`src/hdl/pmw_params.svh`:
```
// Register offsets, widths and reset values of the pull-up, mux and output-write block
`ifndef PMW_PARAMS_SVH
`define PMW_PARAMS_SVH
`define PMW_ADDR_W 8
`define PMW_OFF_PULLUP_DISABLE 8'h00
`define PMW_OFF_PULLUP_ENABLE 8'h04
`define PMW_OFF_PULLUP_STATUS 8'h08
`define PMW_OFF_PERIPH_A_SELECT 8'h0c
`define PMW_OFF_PERIPH_B_SELECT 8'h10
`define PMW_OFF_PERIPH_ASSIGN_STATUS 8'h14
`define PMW_OFF_OUT_WRITE_ENABLE 8'h18
`define PMW_OFF_OUT_WRITE_DISABLE 8'h1c
`define PMW_OFF_OUT_WRITE_STATUS 8'h20
`define PMW_OFF_OUTPUT_DATA_STATUS 8'h24
`define PMW_RST_PULLUP_OFF 32'h00000000
`define PMW_RST_PERIPH_B 32'h00000000
`define PMW_RST_OUT_WRITE 32'h00000000
`define PMW_RST_OUTPUT_DATA 32'h00000000
`define PMW_ZERO_WORD 32'h00000000
`endif

```
`src/hdl/pmw_pkg.sv`:
```
// Types shared by the pull-up, mux and output-write block
`default_nettype none
package pmw_pkg;
  typedef logic [31:0] pmw_word_t;
  typedef logic [7:0] pmw_addr_t;
endpackage
`default_nettype wire
```
`src/hdl/pmw_ctrl.sv`:
```
// APB slave holding per-line pull-up, peripheral mux and output write gating
// Function
// [RULE1] A one written to pullup_disable switches that line's pull-up off; a zero leaves it.
// [RULE2] A one written to pullup_enable switches that line's pull-up on; a zero does nothing.
// [RULE3] pullup_status reads zero for an active pull-up and one for a disabled one.
// [RULE4] A one written to periph_a_select gives the line to peripheral A; a zero does nothing.
// [RULE5] A one written to periph_b_select gives the line to peripheral B; a zero does nothing.
// [RULE6] periph_assign_status reads zero for peripheral A and one for peripheral B per line.
// [RULE7] A one written to out_write_enable lets later output data writes update that line.
// [RULE8] A one written to out_write_disable stops output data writes from updating that line.
// [RULE9] out_write_status reads one where an output data write changes the line, else zero.
// [RULE10] Each output data bit holds the level driven on its line, one high and zero low.
// [RULE11] Bit n of every register belongs to line n, each line stored on its own.
//
// The address map and the APB register port are this design's own decisions.
`include "pmw_params.svh"
`default_nettype none
module pmw_ctrl #(
  parameter int LINES = 32
) (
  input wire logic clk_sys,
  input wire logic rst_b,
  input wire logic psel,
  input wire logic penable,
  input wire logic pwrite,
  input wire pmw_pkg::pmw_addr_t paddr,
  input wire pmw_pkg::pmw_word_t pwdata,
  output logic [31:0] prdata,
  output logic pready,
  output logic pslverr,
  output logic [LINES-1:0] pullup_on,
  output logic [LINES-1:0] periph_b_sel,
  output logic [LINES-1:0] line_out
);
  import pmw_pkg::*;

  // ==========================================================
  // Register state
  logic [LINES-1:0] pullup_off;
  logic [LINES-1:0] periph_b;
  logic [LINES-1:0] out_wr_en;
  logic [LINES-1:0] out_data;
  logic [LINES-1:0] next_pullup_off;
  logic [LINES-1:0] next_periph_b;
  logic [LINES-1:0] next_out_wr_en;
  logic [LINES-1:0] next_out_data;
  logic [31:0] next_prdata;
  logic next_pready;
  logic next_pslverr;
  logic wr_acc;
  logic rd_acc;
  logic known;
  logic [LINES-1:0] wdata;

  // Returns one when the address names a mapped register
  function automatic logic pmw_mapped(input pmw_addr_t a);
    case (a)
      `PMW_OFF_PULLUP_DISABLE, `PMW_OFF_PULLUP_ENABLE, `PMW_OFF_PULLUP_STATUS,
      `PMW_OFF_PERIPH_A_SELECT, `PMW_OFF_PERIPH_B_SELECT,
      `PMW_OFF_PERIPH_ASSIGN_STATUS, `PMW_OFF_OUT_WRITE_ENABLE,
      `PMW_OFF_OUT_WRITE_DISABLE, `PMW_OFF_OUT_WRITE_STATUS,
      `PMW_OFF_OUTPUT_DATA_STATUS: pmw_mapped = 1'b1;
      default: pmw_mapped = 1'b0;
    endcase
  endfunction

  // Pads a line vector into a bus word
  function automatic pmw_word_t pmw_word(input logic [LINES-1:0] v);
    pmw_word_t w;
    w = `PMW_ZERO_WORD;
    w[LINES-1:0] = v;
    pmw_word = w;
  endfunction

  // ==========================================================
  // Access decode: pready comes in the access phase with no wait state; a write commits
  // only at the edge that completes the transfer, a read is looked up in the setup cycle
  assign known = pmw_mapped(paddr);
  assign wdata = pwdata[LINES-1:0];
  assign wr_acc = psel && penable && pready && pwrite && known;
  assign rd_acc = psel && !penable && !pwrite;

  // Next state of configuration bits, set and clear per line
  always_comb begin
    next_pullup_off = pullup_off;
    next_periph_b = periph_b;
    next_out_wr_en = out_wr_en;
    next_out_data = out_data;
    if (wr_acc) begin
      unique case (paddr)
        `PMW_OFF_PULLUP_DISABLE: next_pullup_off = pullup_off | wdata; // [RULE1] [RULE11]
        `PMW_OFF_PULLUP_ENABLE: next_pullup_off = pullup_off & ~wdata; // [RULE2]
        `PMW_OFF_PERIPH_A_SELECT: next_periph_b = periph_b & ~wdata; // [RULE4]
        `PMW_OFF_PERIPH_B_SELECT: next_periph_b = periph_b | wdata; // [RULE5]
        `PMW_OFF_OUT_WRITE_ENABLE: next_out_wr_en = out_wr_en | wdata; // [RULE7]
        `PMW_OFF_OUT_WRITE_DISABLE: next_out_wr_en = out_wr_en & ~wdata; // [RULE8]
        // Only write-enabled lines take the new level
        `PMW_OFF_OUTPUT_DATA_STATUS: begin
          next_out_data = (out_data & ~out_wr_en) | (wdata & out_wr_en); // [RULE10]
        end
        default: next_out_data = out_data;
      endcase
    end
  end

  // Read mux and answer flags
  always_comb begin
    next_prdata = `PMW_ZERO_WORD;
    next_pready = 1'b0;
    next_pslverr = 1'b0;
    if (psel && !penable) begin
      next_pready = 1'b1;
      next_pslverr = !known;
    end
    if (rd_acc) begin
      case (paddr)
        `PMW_OFF_PULLUP_STATUS: next_prdata = pmw_word(pullup_off); // [RULE3]
        `PMW_OFF_PERIPH_ASSIGN_STATUS: next_prdata = pmw_word(periph_b); // [RULE6]
        `PMW_OFF_OUT_WRITE_STATUS: next_prdata = pmw_word(out_wr_en); // [RULE9]
        `PMW_OFF_OUTPUT_DATA_STATUS: next_prdata = pmw_word(out_data); // [RULE10]
        default: next_prdata = `PMW_ZERO_WORD;
      endcase
    end
  end

  // ==========================================================
  // Registers
  always_ff @(posedge clk_sys) begin
    if (!rst_b) begin
      pullup_off <= LINES'(`PMW_RST_PULLUP_OFF);
      periph_b <= LINES'(`PMW_RST_PERIPH_B);
      out_wr_en <= LINES'(`PMW_RST_OUT_WRITE);
      out_data <= LINES'(`PMW_RST_OUTPUT_DATA);
      prdata <= `PMW_ZERO_WORD;
      pready <= 1'b0;
      pslverr <= 1'b0;
      pullup_on <= ~LINES'(`PMW_RST_PULLUP_OFF);
      periph_b_sel <= LINES'(`PMW_RST_PERIPH_B);
      line_out <= LINES'(`PMW_RST_OUTPUT_DATA);
    end else begin
      pullup_off <= next_pullup_off;
      periph_b <= next_periph_b;
      out_wr_en <= next_out_wr_en;
      out_data <= next_out_data;
      prdata <= next_prdata;
      pready <= next_pready;
      pslverr <= next_pslverr;
      pullup_on <= ~next_pullup_off; // [RULE1] [RULE2]
      periph_b_sel <= next_periph_b; // [RULE4] [RULE5]
      line_out <= next_out_data; // [RULE10]
    end
  end

  // ==========================================================
  // Checks
  property p_pullup_off_set;
    @(posedge clk_sys) disable iff (!rst_b)
      (wr_acc && paddr == `PMW_OFF_PULLUP_DISABLE) |=>
        ((pullup_off & $past(wdata)) == $past(wdata));
  endproperty
  a_pullup_off_set: assert property (p_pullup_off_set) else $error("pull-up not disabled"); // [RULE1]

  property p_pullup_on_set;
    @(posedge clk_sys) disable iff (!rst_b)
      (wr_acc && paddr == `PMW_OFF_PULLUP_ENABLE) |=>
        ((pullup_on & $past(wdata)) == $past(wdata));
  endproperty
  a_pullup_on_set: assert property (p_pullup_on_set) else $error("pull-up not enabled"); // [RULE2]

  property p_pullup_read;
    @(posedge clk_sys) disable iff (!rst_b)
      (rd_acc && paddr == `PMW_OFF_PULLUP_STATUS) |=> (prdata[LINES-1:0] == ~pullup_on);
  endproperty
  a_pullup_read: assert property (p_pullup_read) else $error("pull-up status wrong sense"); // [RULE3]

  property p_sel_a;
    @(posedge clk_sys) disable iff (!rst_b)
      (wr_acc && paddr == `PMW_OFF_PERIPH_A_SELECT) |=>
        ((periph_b_sel & $past(wdata)) == '0);
  endproperty
  a_sel_a: assert property (p_sel_a) else $error("line not given to A"); // [RULE4]

  property p_sel_b;
    @(posedge clk_sys) disable iff (!rst_b)
      (wr_acc && paddr == `PMW_OFF_PERIPH_B_SELECT) |=>
        ((periph_b_sel | ~$past(wdata)) == '1);
  endproperty
  a_sel_b: assert property (p_sel_b) else $error("line not given to B"); // [RULE5]

  property p_assign_read;
    @(posedge clk_sys) disable iff (!rst_b)
      (rd_acc && paddr == `PMW_OFF_PERIPH_ASSIGN_STATUS) |=> (prdata[LINES-1:0] == periph_b_sel);
  endproperty
  a_assign_read: assert property (p_assign_read) else $error("assign status wrong"); // [RULE6]

  property p_owr_enable;
    @(posedge clk_sys) disable iff (!rst_b)
      (wr_acc && paddr == `PMW_OFF_OUT_WRITE_ENABLE) |=>
        ((out_wr_en & $past(wdata)) == $past(wdata));
  endproperty
  a_owr_enable: assert property (p_owr_enable) else $error("write enable not set"); // [RULE7]

  property p_owr_gate;
    @(posedge clk_sys) disable iff (!rst_b)
      (wr_acc && paddr == `PMW_OFF_OUTPUT_DATA_STATUS) |=>
        ((line_out & ~$past(out_wr_en)) == ($past(line_out) & ~$past(out_wr_en)));
  endproperty
  a_owr_gate: assert property (p_owr_gate) else $error("gated line changed"); // [RULE8]

  property p_owr_read;
    @(posedge clk_sys) disable iff (!rst_b)
      (rd_acc && paddr == `PMW_OFF_OUT_WRITE_STATUS) |=> (prdata[LINES-1:0] == out_wr_en);
  endproperty
  a_owr_read: assert property (p_owr_read) else $error("write status wrong"); // [RULE9]

  property p_data_write;
    @(posedge clk_sys) disable iff (!rst_b)
      (wr_acc && paddr == `PMW_OFF_OUTPUT_DATA_STATUS) |=>
        ((line_out & $past(out_wr_en)) == ($past(wdata) & $past(out_wr_en)));
  endproperty
  a_data_write: assert property (p_data_write) else $error("enabled line not updated"); // [RULE10] [RULE11]

  property p_ready_answer;
    @(posedge clk_sys) disable iff (!rst_b)
      (psel && !penable) |=> pready;
  endproperty
  a_ready_answer: assert property (p_ready_answer) else $error("no ready in access phase");

  property p_pullup_off_keep;
    @(posedge clk_sys) disable iff (!rst_b)
      (wr_acc && paddr == `PMW_OFF_PULLUP_DISABLE) |=>
        ((pullup_off & ~$past(wdata)) == ($past(pullup_off) & ~$past(wdata)));
  endproperty
  a_pullup_off_keep: assert property (p_pullup_off_keep) else $error("pull-up moved by a zero"); // [RULE1]

  property p_pullup_on_keep;
    @(posedge clk_sys) disable iff (!rst_b)
      (wr_acc && paddr == `PMW_OFF_PULLUP_ENABLE) |=>
        ((pullup_on & ~$past(wdata)) == ($past(pullup_on) & ~$past(wdata)));
  endproperty
  a_pullup_on_keep: assert property (p_pullup_on_keep) else $error("pull-up moved by a zero"); // [RULE2]

  property p_sel_a_keep;
    @(posedge clk_sys) disable iff (!rst_b)
      (wr_acc && paddr == `PMW_OFF_PERIPH_A_SELECT) |=>
        ((periph_b_sel & ~$past(wdata)) == ($past(periph_b_sel) & ~$past(wdata)));
  endproperty
  a_sel_a_keep: assert property (p_sel_a_keep) else $error("mux moved by a zero"); // [RULE4]

  property p_sel_b_keep;
    @(posedge clk_sys) disable iff (!rst_b)
      (wr_acc && paddr == `PMW_OFF_PERIPH_B_SELECT) |=>
        ((periph_b_sel & ~$past(wdata)) == ($past(periph_b_sel) & ~$past(wdata)));
  endproperty
  a_sel_b_keep: assert property (p_sel_b_keep) else $error("mux moved by a zero"); // [RULE5]

  property p_owr_enable_keep;
    @(posedge clk_sys) disable iff (!rst_b)
      (wr_acc && paddr == `PMW_OFF_OUT_WRITE_ENABLE) |=>
        ((out_wr_en & ~$past(wdata)) == ($past(out_wr_en) & ~$past(wdata)));
  endproperty
  a_owr_enable_keep: assert property (p_owr_enable_keep) else $error("gate moved by a zero"); // [RULE7]

  property p_owr_disable;
    @(posedge clk_sys) disable iff (!rst_b)
      (wr_acc && paddr == `PMW_OFF_OUT_WRITE_DISABLE) |=>
        ((out_wr_en & $past(wdata)) == '0);
  endproperty
  a_owr_disable: assert property (p_owr_disable) else $error("write enable not cleared"); // [RULE8]

  property p_owr_disable_keep;
    @(posedge clk_sys) disable iff (!rst_b)
      (wr_acc && paddr == `PMW_OFF_OUT_WRITE_DISABLE) |=>
        ((out_wr_en & ~$past(wdata)) == ($past(out_wr_en) & ~$past(wdata)));
  endproperty
  a_owr_disable_keep: assert property (p_owr_disable_keep) else $error("gate moved by a zero"); // [RULE8]

  property p_odsr_read;
    @(posedge clk_sys) disable iff (!rst_b)
      (rd_acc && paddr == `PMW_OFF_OUTPUT_DATA_STATUS) |=>
        (prdata[LINES-1:0] == line_out);
  endproperty
  a_odsr_read: assert property (p_odsr_read) else $error("output data read wrong"); // [RULE10]

  property p_data_held;
    @(posedge clk_sys) disable iff (!rst_b)
      !(wr_acc && paddr == `PMW_OFF_OUTPUT_DATA_STATUS) |=>
        $stable(line_out);
  endproperty
  a_data_held: assert property (p_data_held) else $error("line level moved without write"); // [RULE10]

  property p_pullup_held;
    @(posedge clk_sys) disable iff (!rst_b)
      !(wr_acc && (paddr == `PMW_OFF_PULLUP_DISABLE || paddr == `PMW_OFF_PULLUP_ENABLE)) |=>
        $stable(pullup_on);
  endproperty
  a_pullup_held: assert property (p_pullup_held) else $error("pull-up moved without write"); // [RULE11]

  property p_status_write_ignored;
    @(posedge clk_sys) disable iff (!rst_b)
      (wr_acc && (paddr == `PMW_OFF_PULLUP_STATUS || paddr == `PMW_OFF_PERIPH_ASSIGN_STATUS ||
        paddr == `PMW_OFF_OUT_WRITE_STATUS)) |=>
        ($stable(pullup_on) && $stable(periph_b_sel) && $stable(out_wr_en) && $stable(line_out));
  endproperty
  a_status_write_ignored: assert property (p_status_write_ignored) else $error("status took a write"); // [RULE3] [RULE6] [RULE9]

  property p_unmapped_error;
    @(posedge clk_sys) disable iff (!rst_b)
      (psel && !penable && !known) |=> (pready && pslverr && (prdata == `PMW_ZERO_WORD));
  endproperty
  a_unmapped_error: assert property (p_unmapped_error) else $error("unmapped access not refused");

  property p_ready_pulse;
    @(posedge clk_sys) disable iff (!rst_b)
      pready |=> !pready;
  endproperty
  a_ready_pulse: assert property (p_ready_pulse) else $error("ready longer than one cycle");

  property p_err_with_ready;
    @(posedge clk_sys) disable iff (!rst_b)
      pslverr |-> pready;
  endproperty
  a_err_with_ready: assert property (p_err_with_ready) else $error("error outside access phase");

  property p_rdata_idle;
    @(posedge clk_sys) disable iff (!rst_b)
      !pready |-> (prdata == `PMW_ZERO_WORD);
  endproperty
  a_rdata_idle: assert property (p_rdata_idle) else $error("read data outside access phase");
endmodule // pmw_ctrl
`default_nettype wire

```
`config.mk`:
```
export PLATFORM = sky130hd
export DESIGN_NAME = pmw_ctrl
export DESIGN_NICKNAME = d
export VERILOG_FILES = /design/src/hdl/pmw_pkg.sv /design/src/hdl/pmw_ctrl.sv
export VERILOG_INCLUDE_DIRS = /design/src /design/src/hdl
export SDC_FILE = /design/constraint.sdc
export NUM_CORES = 1
export LEC_CHECK = 0
export ABC_AREA = 1
export ABC_CLOCK_PERIOD_IN_PS = 2230
export BUFFER_PORTS_ARGS = -buffer_cell sky130_fd_sc_hd__buf_4
export CAP_MARGIN = 10
export CORE_ASPECT_RATIO = 0.5
export CORE_MARGIN = 1.5
export CORE_UTILIZATION = 56
export DETAILED_ROUTE_END_ITERATION = 8
export GPL_ROUTABILITY_DRIVEN = 0
export PLACE_DENSITY_LB_ADDON = 0.2
export SLEW_MARGIN = 20
export SYNTH_ARGS = -nofsm -noshare
export SYNTH_HDL_FRONTEND = slang
export SYNTH_SLANG_ARGS = --single-unit
```
`constraint.sdc`:
```
create_clock -name clk_sys -period 2.23 [get_ports clk_sys]
set_clock_uncertainty 0.15 [all_clocks]
set_input_delay 0.1115 -clock clk_sys [delete_from_list [all_inputs] [get_ports clk_sys]]
set_output_delay 0.1115 -clock clk_sys [all_outputs]
set_load 0.02 [all_outputs]
```
==> results.md <==
Final layout:
- The library cell used most frequently in the layout, excluding fill and tap cells, is sky130_fd_sc_hd__nand2_1.
- The count of placed standard cells in the final layout, fillers left out is 1829.
- The top cell types in the final layout, fill and taps aside, are sky130_fd_sc_hd__nand2_1, sky130_fd_sc_hd__nor2_1, sky130_fd_sc_hd__dfxtp_1.
- The net count of the finished layout is 1636.
- From synthesis to final layout, the design area changed by 25.4%.
- Counting the fill cells in the layout gives 1345.
- The number of antenna cells inserted is 0.
- The final design instance area without fill is 11900 um^2.
- In the final layout, the share of cells above drive strength 1 is 0.170.

Pwr:
- The part of the total power dissipated in combinational logic is 0.048.
- The switching share of total power is 0.226.
- The internal power component is 0.00547 W.
- Overall power consumption after layout is estimated at 0.00707 W.
- The fraction of power consumed by sequential logic is 0.490.
- The standby leakage power is 5.37 nW.
- The net switching power is 0.00160 W.
- The fraction of power consumed by the clock network is 0.462.
- IR analysis of the VDD net gives a maximum drop of 547 uV.
- The power per unit of standard cell area is 595 nW/um^2.

Placement:
- In this run the tool buffered the top-level ports with 174 buffer cells.
- At the placement stage, the worst setup path has a slack of 0.176 ns.
- The detailed-placement wirelength estimate is 18600 um.
- In this run, placement finished with an instance count of 1765.
- The post-place instance area is 10900 um^2.

Yosys:
- The share of the Yosys chip area taken by registers is 0.410.
- The leading register cell type out of synthesis is sky130_fd_sc_hd__dfxtp_1.
- The synthesized netlist cell count is 1435.
- The number of flops mapped to enable cells by yosys is 0.
- The cell area that synthesis handed to floorplanning was 9470 um^2.
- The register bit total from synthesis is 194.
- In this run the mean area of a mapped cell was 6.60 um^2.
- The distinct cell type count of the synthesized netlist is 25.
- The post-synthesis net count is 1480.
- Of all flip-flops after synthesis, the portion carrying an async set or reset was 0.
- For this run, the number of Yosys warnings is 0.

Clocking:
- The clock drives 194 sinks.
- The clock latency at the later pin of the worst-skew pair is 0.43 ns.
- Counting the buffers created by CTS gives 17.
- The total number of H-tree levels is 4.
- The register clock-pin slew on the reported worst setup and hold paths is 0.07 ns.
- The maximum clock insertion buffer count is 2.
- TritonCTS built the clock tree.
- The number of resized instances in the post-cts repair step is 0.
- The number of setup buffers added after CTS is 0.
- The clock tree root buffer cell is sky130_fd_sc_hd__clkbuf_16.

STA:
- Setup violations remaining at the end of the flow were counted as 0.
- Of the available clock period, the critical path in the final layout requires 0.816.
- Headroom to the max-slew limit came out at 0.582.
- The max-slew violation total from the final report is 0.
- The total count of hold-check failures in the final report is 0.
- The final critical path time including I/O delays and setup is 1.82 ns.
- In the post-route analysis, the smallest setup slack over all paths is 0.411 ns.
- Setup repair after global routing left no endpoint under its margin.
- The slew at the pin closest to its max-slew limit is 0.627 ns.
- For this run, the top clock speed supported by timing is 0.550 GHz.
- For the final routed database, the setup TNS stands at 0 ns.

GRT:
- The total congestion overflow is 0.
- The total track usage is 0.327.
- The number of global-route vias before repair is 9864.
- The number of antenna violations at the first check in global routing came to 0.
- The global-route wire length before repair is 46400 um.
- Entering global routing, the biggest net connects 130 pins.

Floorplanning:
- The floorplan step set the die height to 95.0 um.
- The starting density of the core is 0.575.
- Measured along the x axis, the die boundary spans 187 um.
- The floorplan step defined a die boundary enclosing 17800 um^2.
- The count of standard-cell rows is 33.
- In this run the count of I/O pins placed on the die edge is 175.
- The standard cell core area is 16500 um^2.

Route:
- The final antenna-violating net count is 0.
- The final layout contains routed wiring with a total length of 28800 um.
- The starting DRC count in detailed routing is 953.
- The number of remaining DRC errors is 0.
- Dividing the detail-routed wire length by the instance count gives 15.8 um.
- The number of detailed-routing iterations run before antenna repair is 5.
- The vias after detailed routing is 10400.
- The via density per instance is 5.66.

Setup path:
- The first element of the critical path is pready.
- The class of the most critical setup path is reg2reg.
- The peak fanout along the critical path is 96.
- The required time reported for the critical path endpoint is 2.38 ns.
- The element type at the critical path start is a flop.
- In this run the critical register-to-register path is launched from pready.
- For the worst setup path, the data arrival time is 1.97 ns.
- The nature of the critical path endpoint is a flop.

Hold path:
- The path type of the worst min-delay path is in2reg.
- The startpoint identified for the worst hold timing path is rst_b.

Status:
- The run finished with clean final reports.

Job:
- The max capacitance violation total is 0.
[cell usage after synthesis, types with 28 or more instances]
cell	instances	area share
sky130_fd_sc_hd__nor2_1	238	0.094
sky130_fd_sc_hd__a21oi_2	28	0.026
sky130_fd_sc_hd__o22ai_1	34	0.022
sky130_fd_sc_hd__o211ai_1	32	0.025
sky130_fd_sc_hd__dfxtp_1	194	0.41
sky130_fd_sc_hd__nand2_1	398	0.16
sky130_fd_sc_hd__inv_1	171	0.068
sky130_fd_sc_hd__clkbuf_1	52	0.021
sky130_fd_sc_hd__nand4_1	128	0.085
sky130_fd_sc_hd__nand3_1	36	0.019
sky130_fd_sc_hd__a21oi_1	32	0.017
[critical path, stage by stage (launching register included)]
cell                       delay (ns)
sky130_fd_sc_hd__dfxtp_1         0.33
sky130_fd_sc_hd__nand3_1         0.12
sky130_fd_sc_hd__nor2_4          0.17
sky130_fd_sc_hd__a21boi_4        0.22
sky130_fd_sc_hd__buf_12          0.33
sky130_fd_sc_hd__nand2_1         0.15
sky130_fd_sc_hd__o21ai_0         0.13
sky130_fd_sc_hd__nor2_1          0.07
[through the flow]
stage | hold WS, ns | utilization
after floorplan | 0.0964 | -
after global placement | 0.232 | 0.663
after detailed placement | 0.238 | 0.663
after CTS | 0.0919 | 0.721
after global routing | 0.101 | 0.721
final | 0.0909 | 0.721
[power by group through the flow]
stage               sequential [W]  combinational [W]  clock (W)
floorplan                  0.00355           0.000130          0
global placement           0.00355           0.000277          0
detailed placement         0.00355           0.000282          0
CTS                        0.00347           0.000329    0.00328
global route               0.00346           0.000361    0.00345
finish                     0.00347           0.000339    0.00326
[logic make-up after synthesis]
family / count (synthesis) / share of synthesized area
AO/OA/AOI/OAI: 159 / 0.109
buffers and inverters: 269 / 0.116
AND/OR/NAND/NOR: 813 / 0.366
flip-flops: 194 / 0.410
[layer usage]
layer	GRT usage	part of all wire	up-vias	routed length, um
li1	-	-	4918	-
met1	0.375	0.39	4780	11300
met2	0.597	0.49	568	14100
met3	0.0628	0.086	85	2470
met4	0.155	0.032	0	914
met5	0	0	-	0
[path summary, 6_finish.rpt]
| path | end | slack, ns | depth (start not counted) |
|---|---|---|---|
| max reg2reg | flop | 0.41 | 7 |
| min reg2reg | prdata[11] | 0.33 | 2 |
| min | pullup_on[10] | 0.09 | 3 |
| max | flop | 0.41 | 7 |
[repair_timing]
action / CTS / global route
hold endpoints to repair: 98 / 0
endpoints found under the setup margin: 0 / 0
hold buffers: 34 / 0
[cell type report]
| cell class | count | area [um^2] | share of cell area |
|---|---|---|---|
| clock inverter | 12 | 180 | 0.0152 |
| timing repair buffer | 230 | 1920 | 0.162 |
| multi-input combinational | 972 | 4510 | 0.380 |
| tap | 227 | 284 | 0.0239 |
| inverter | 176 | 661 | 0.0556 |
| sequential | 194 | 3880 | 0.327 |
| clock buffer | 18 | 429 | 0.0361 |
Note: power is estimated with default switching activity, not from simulation.
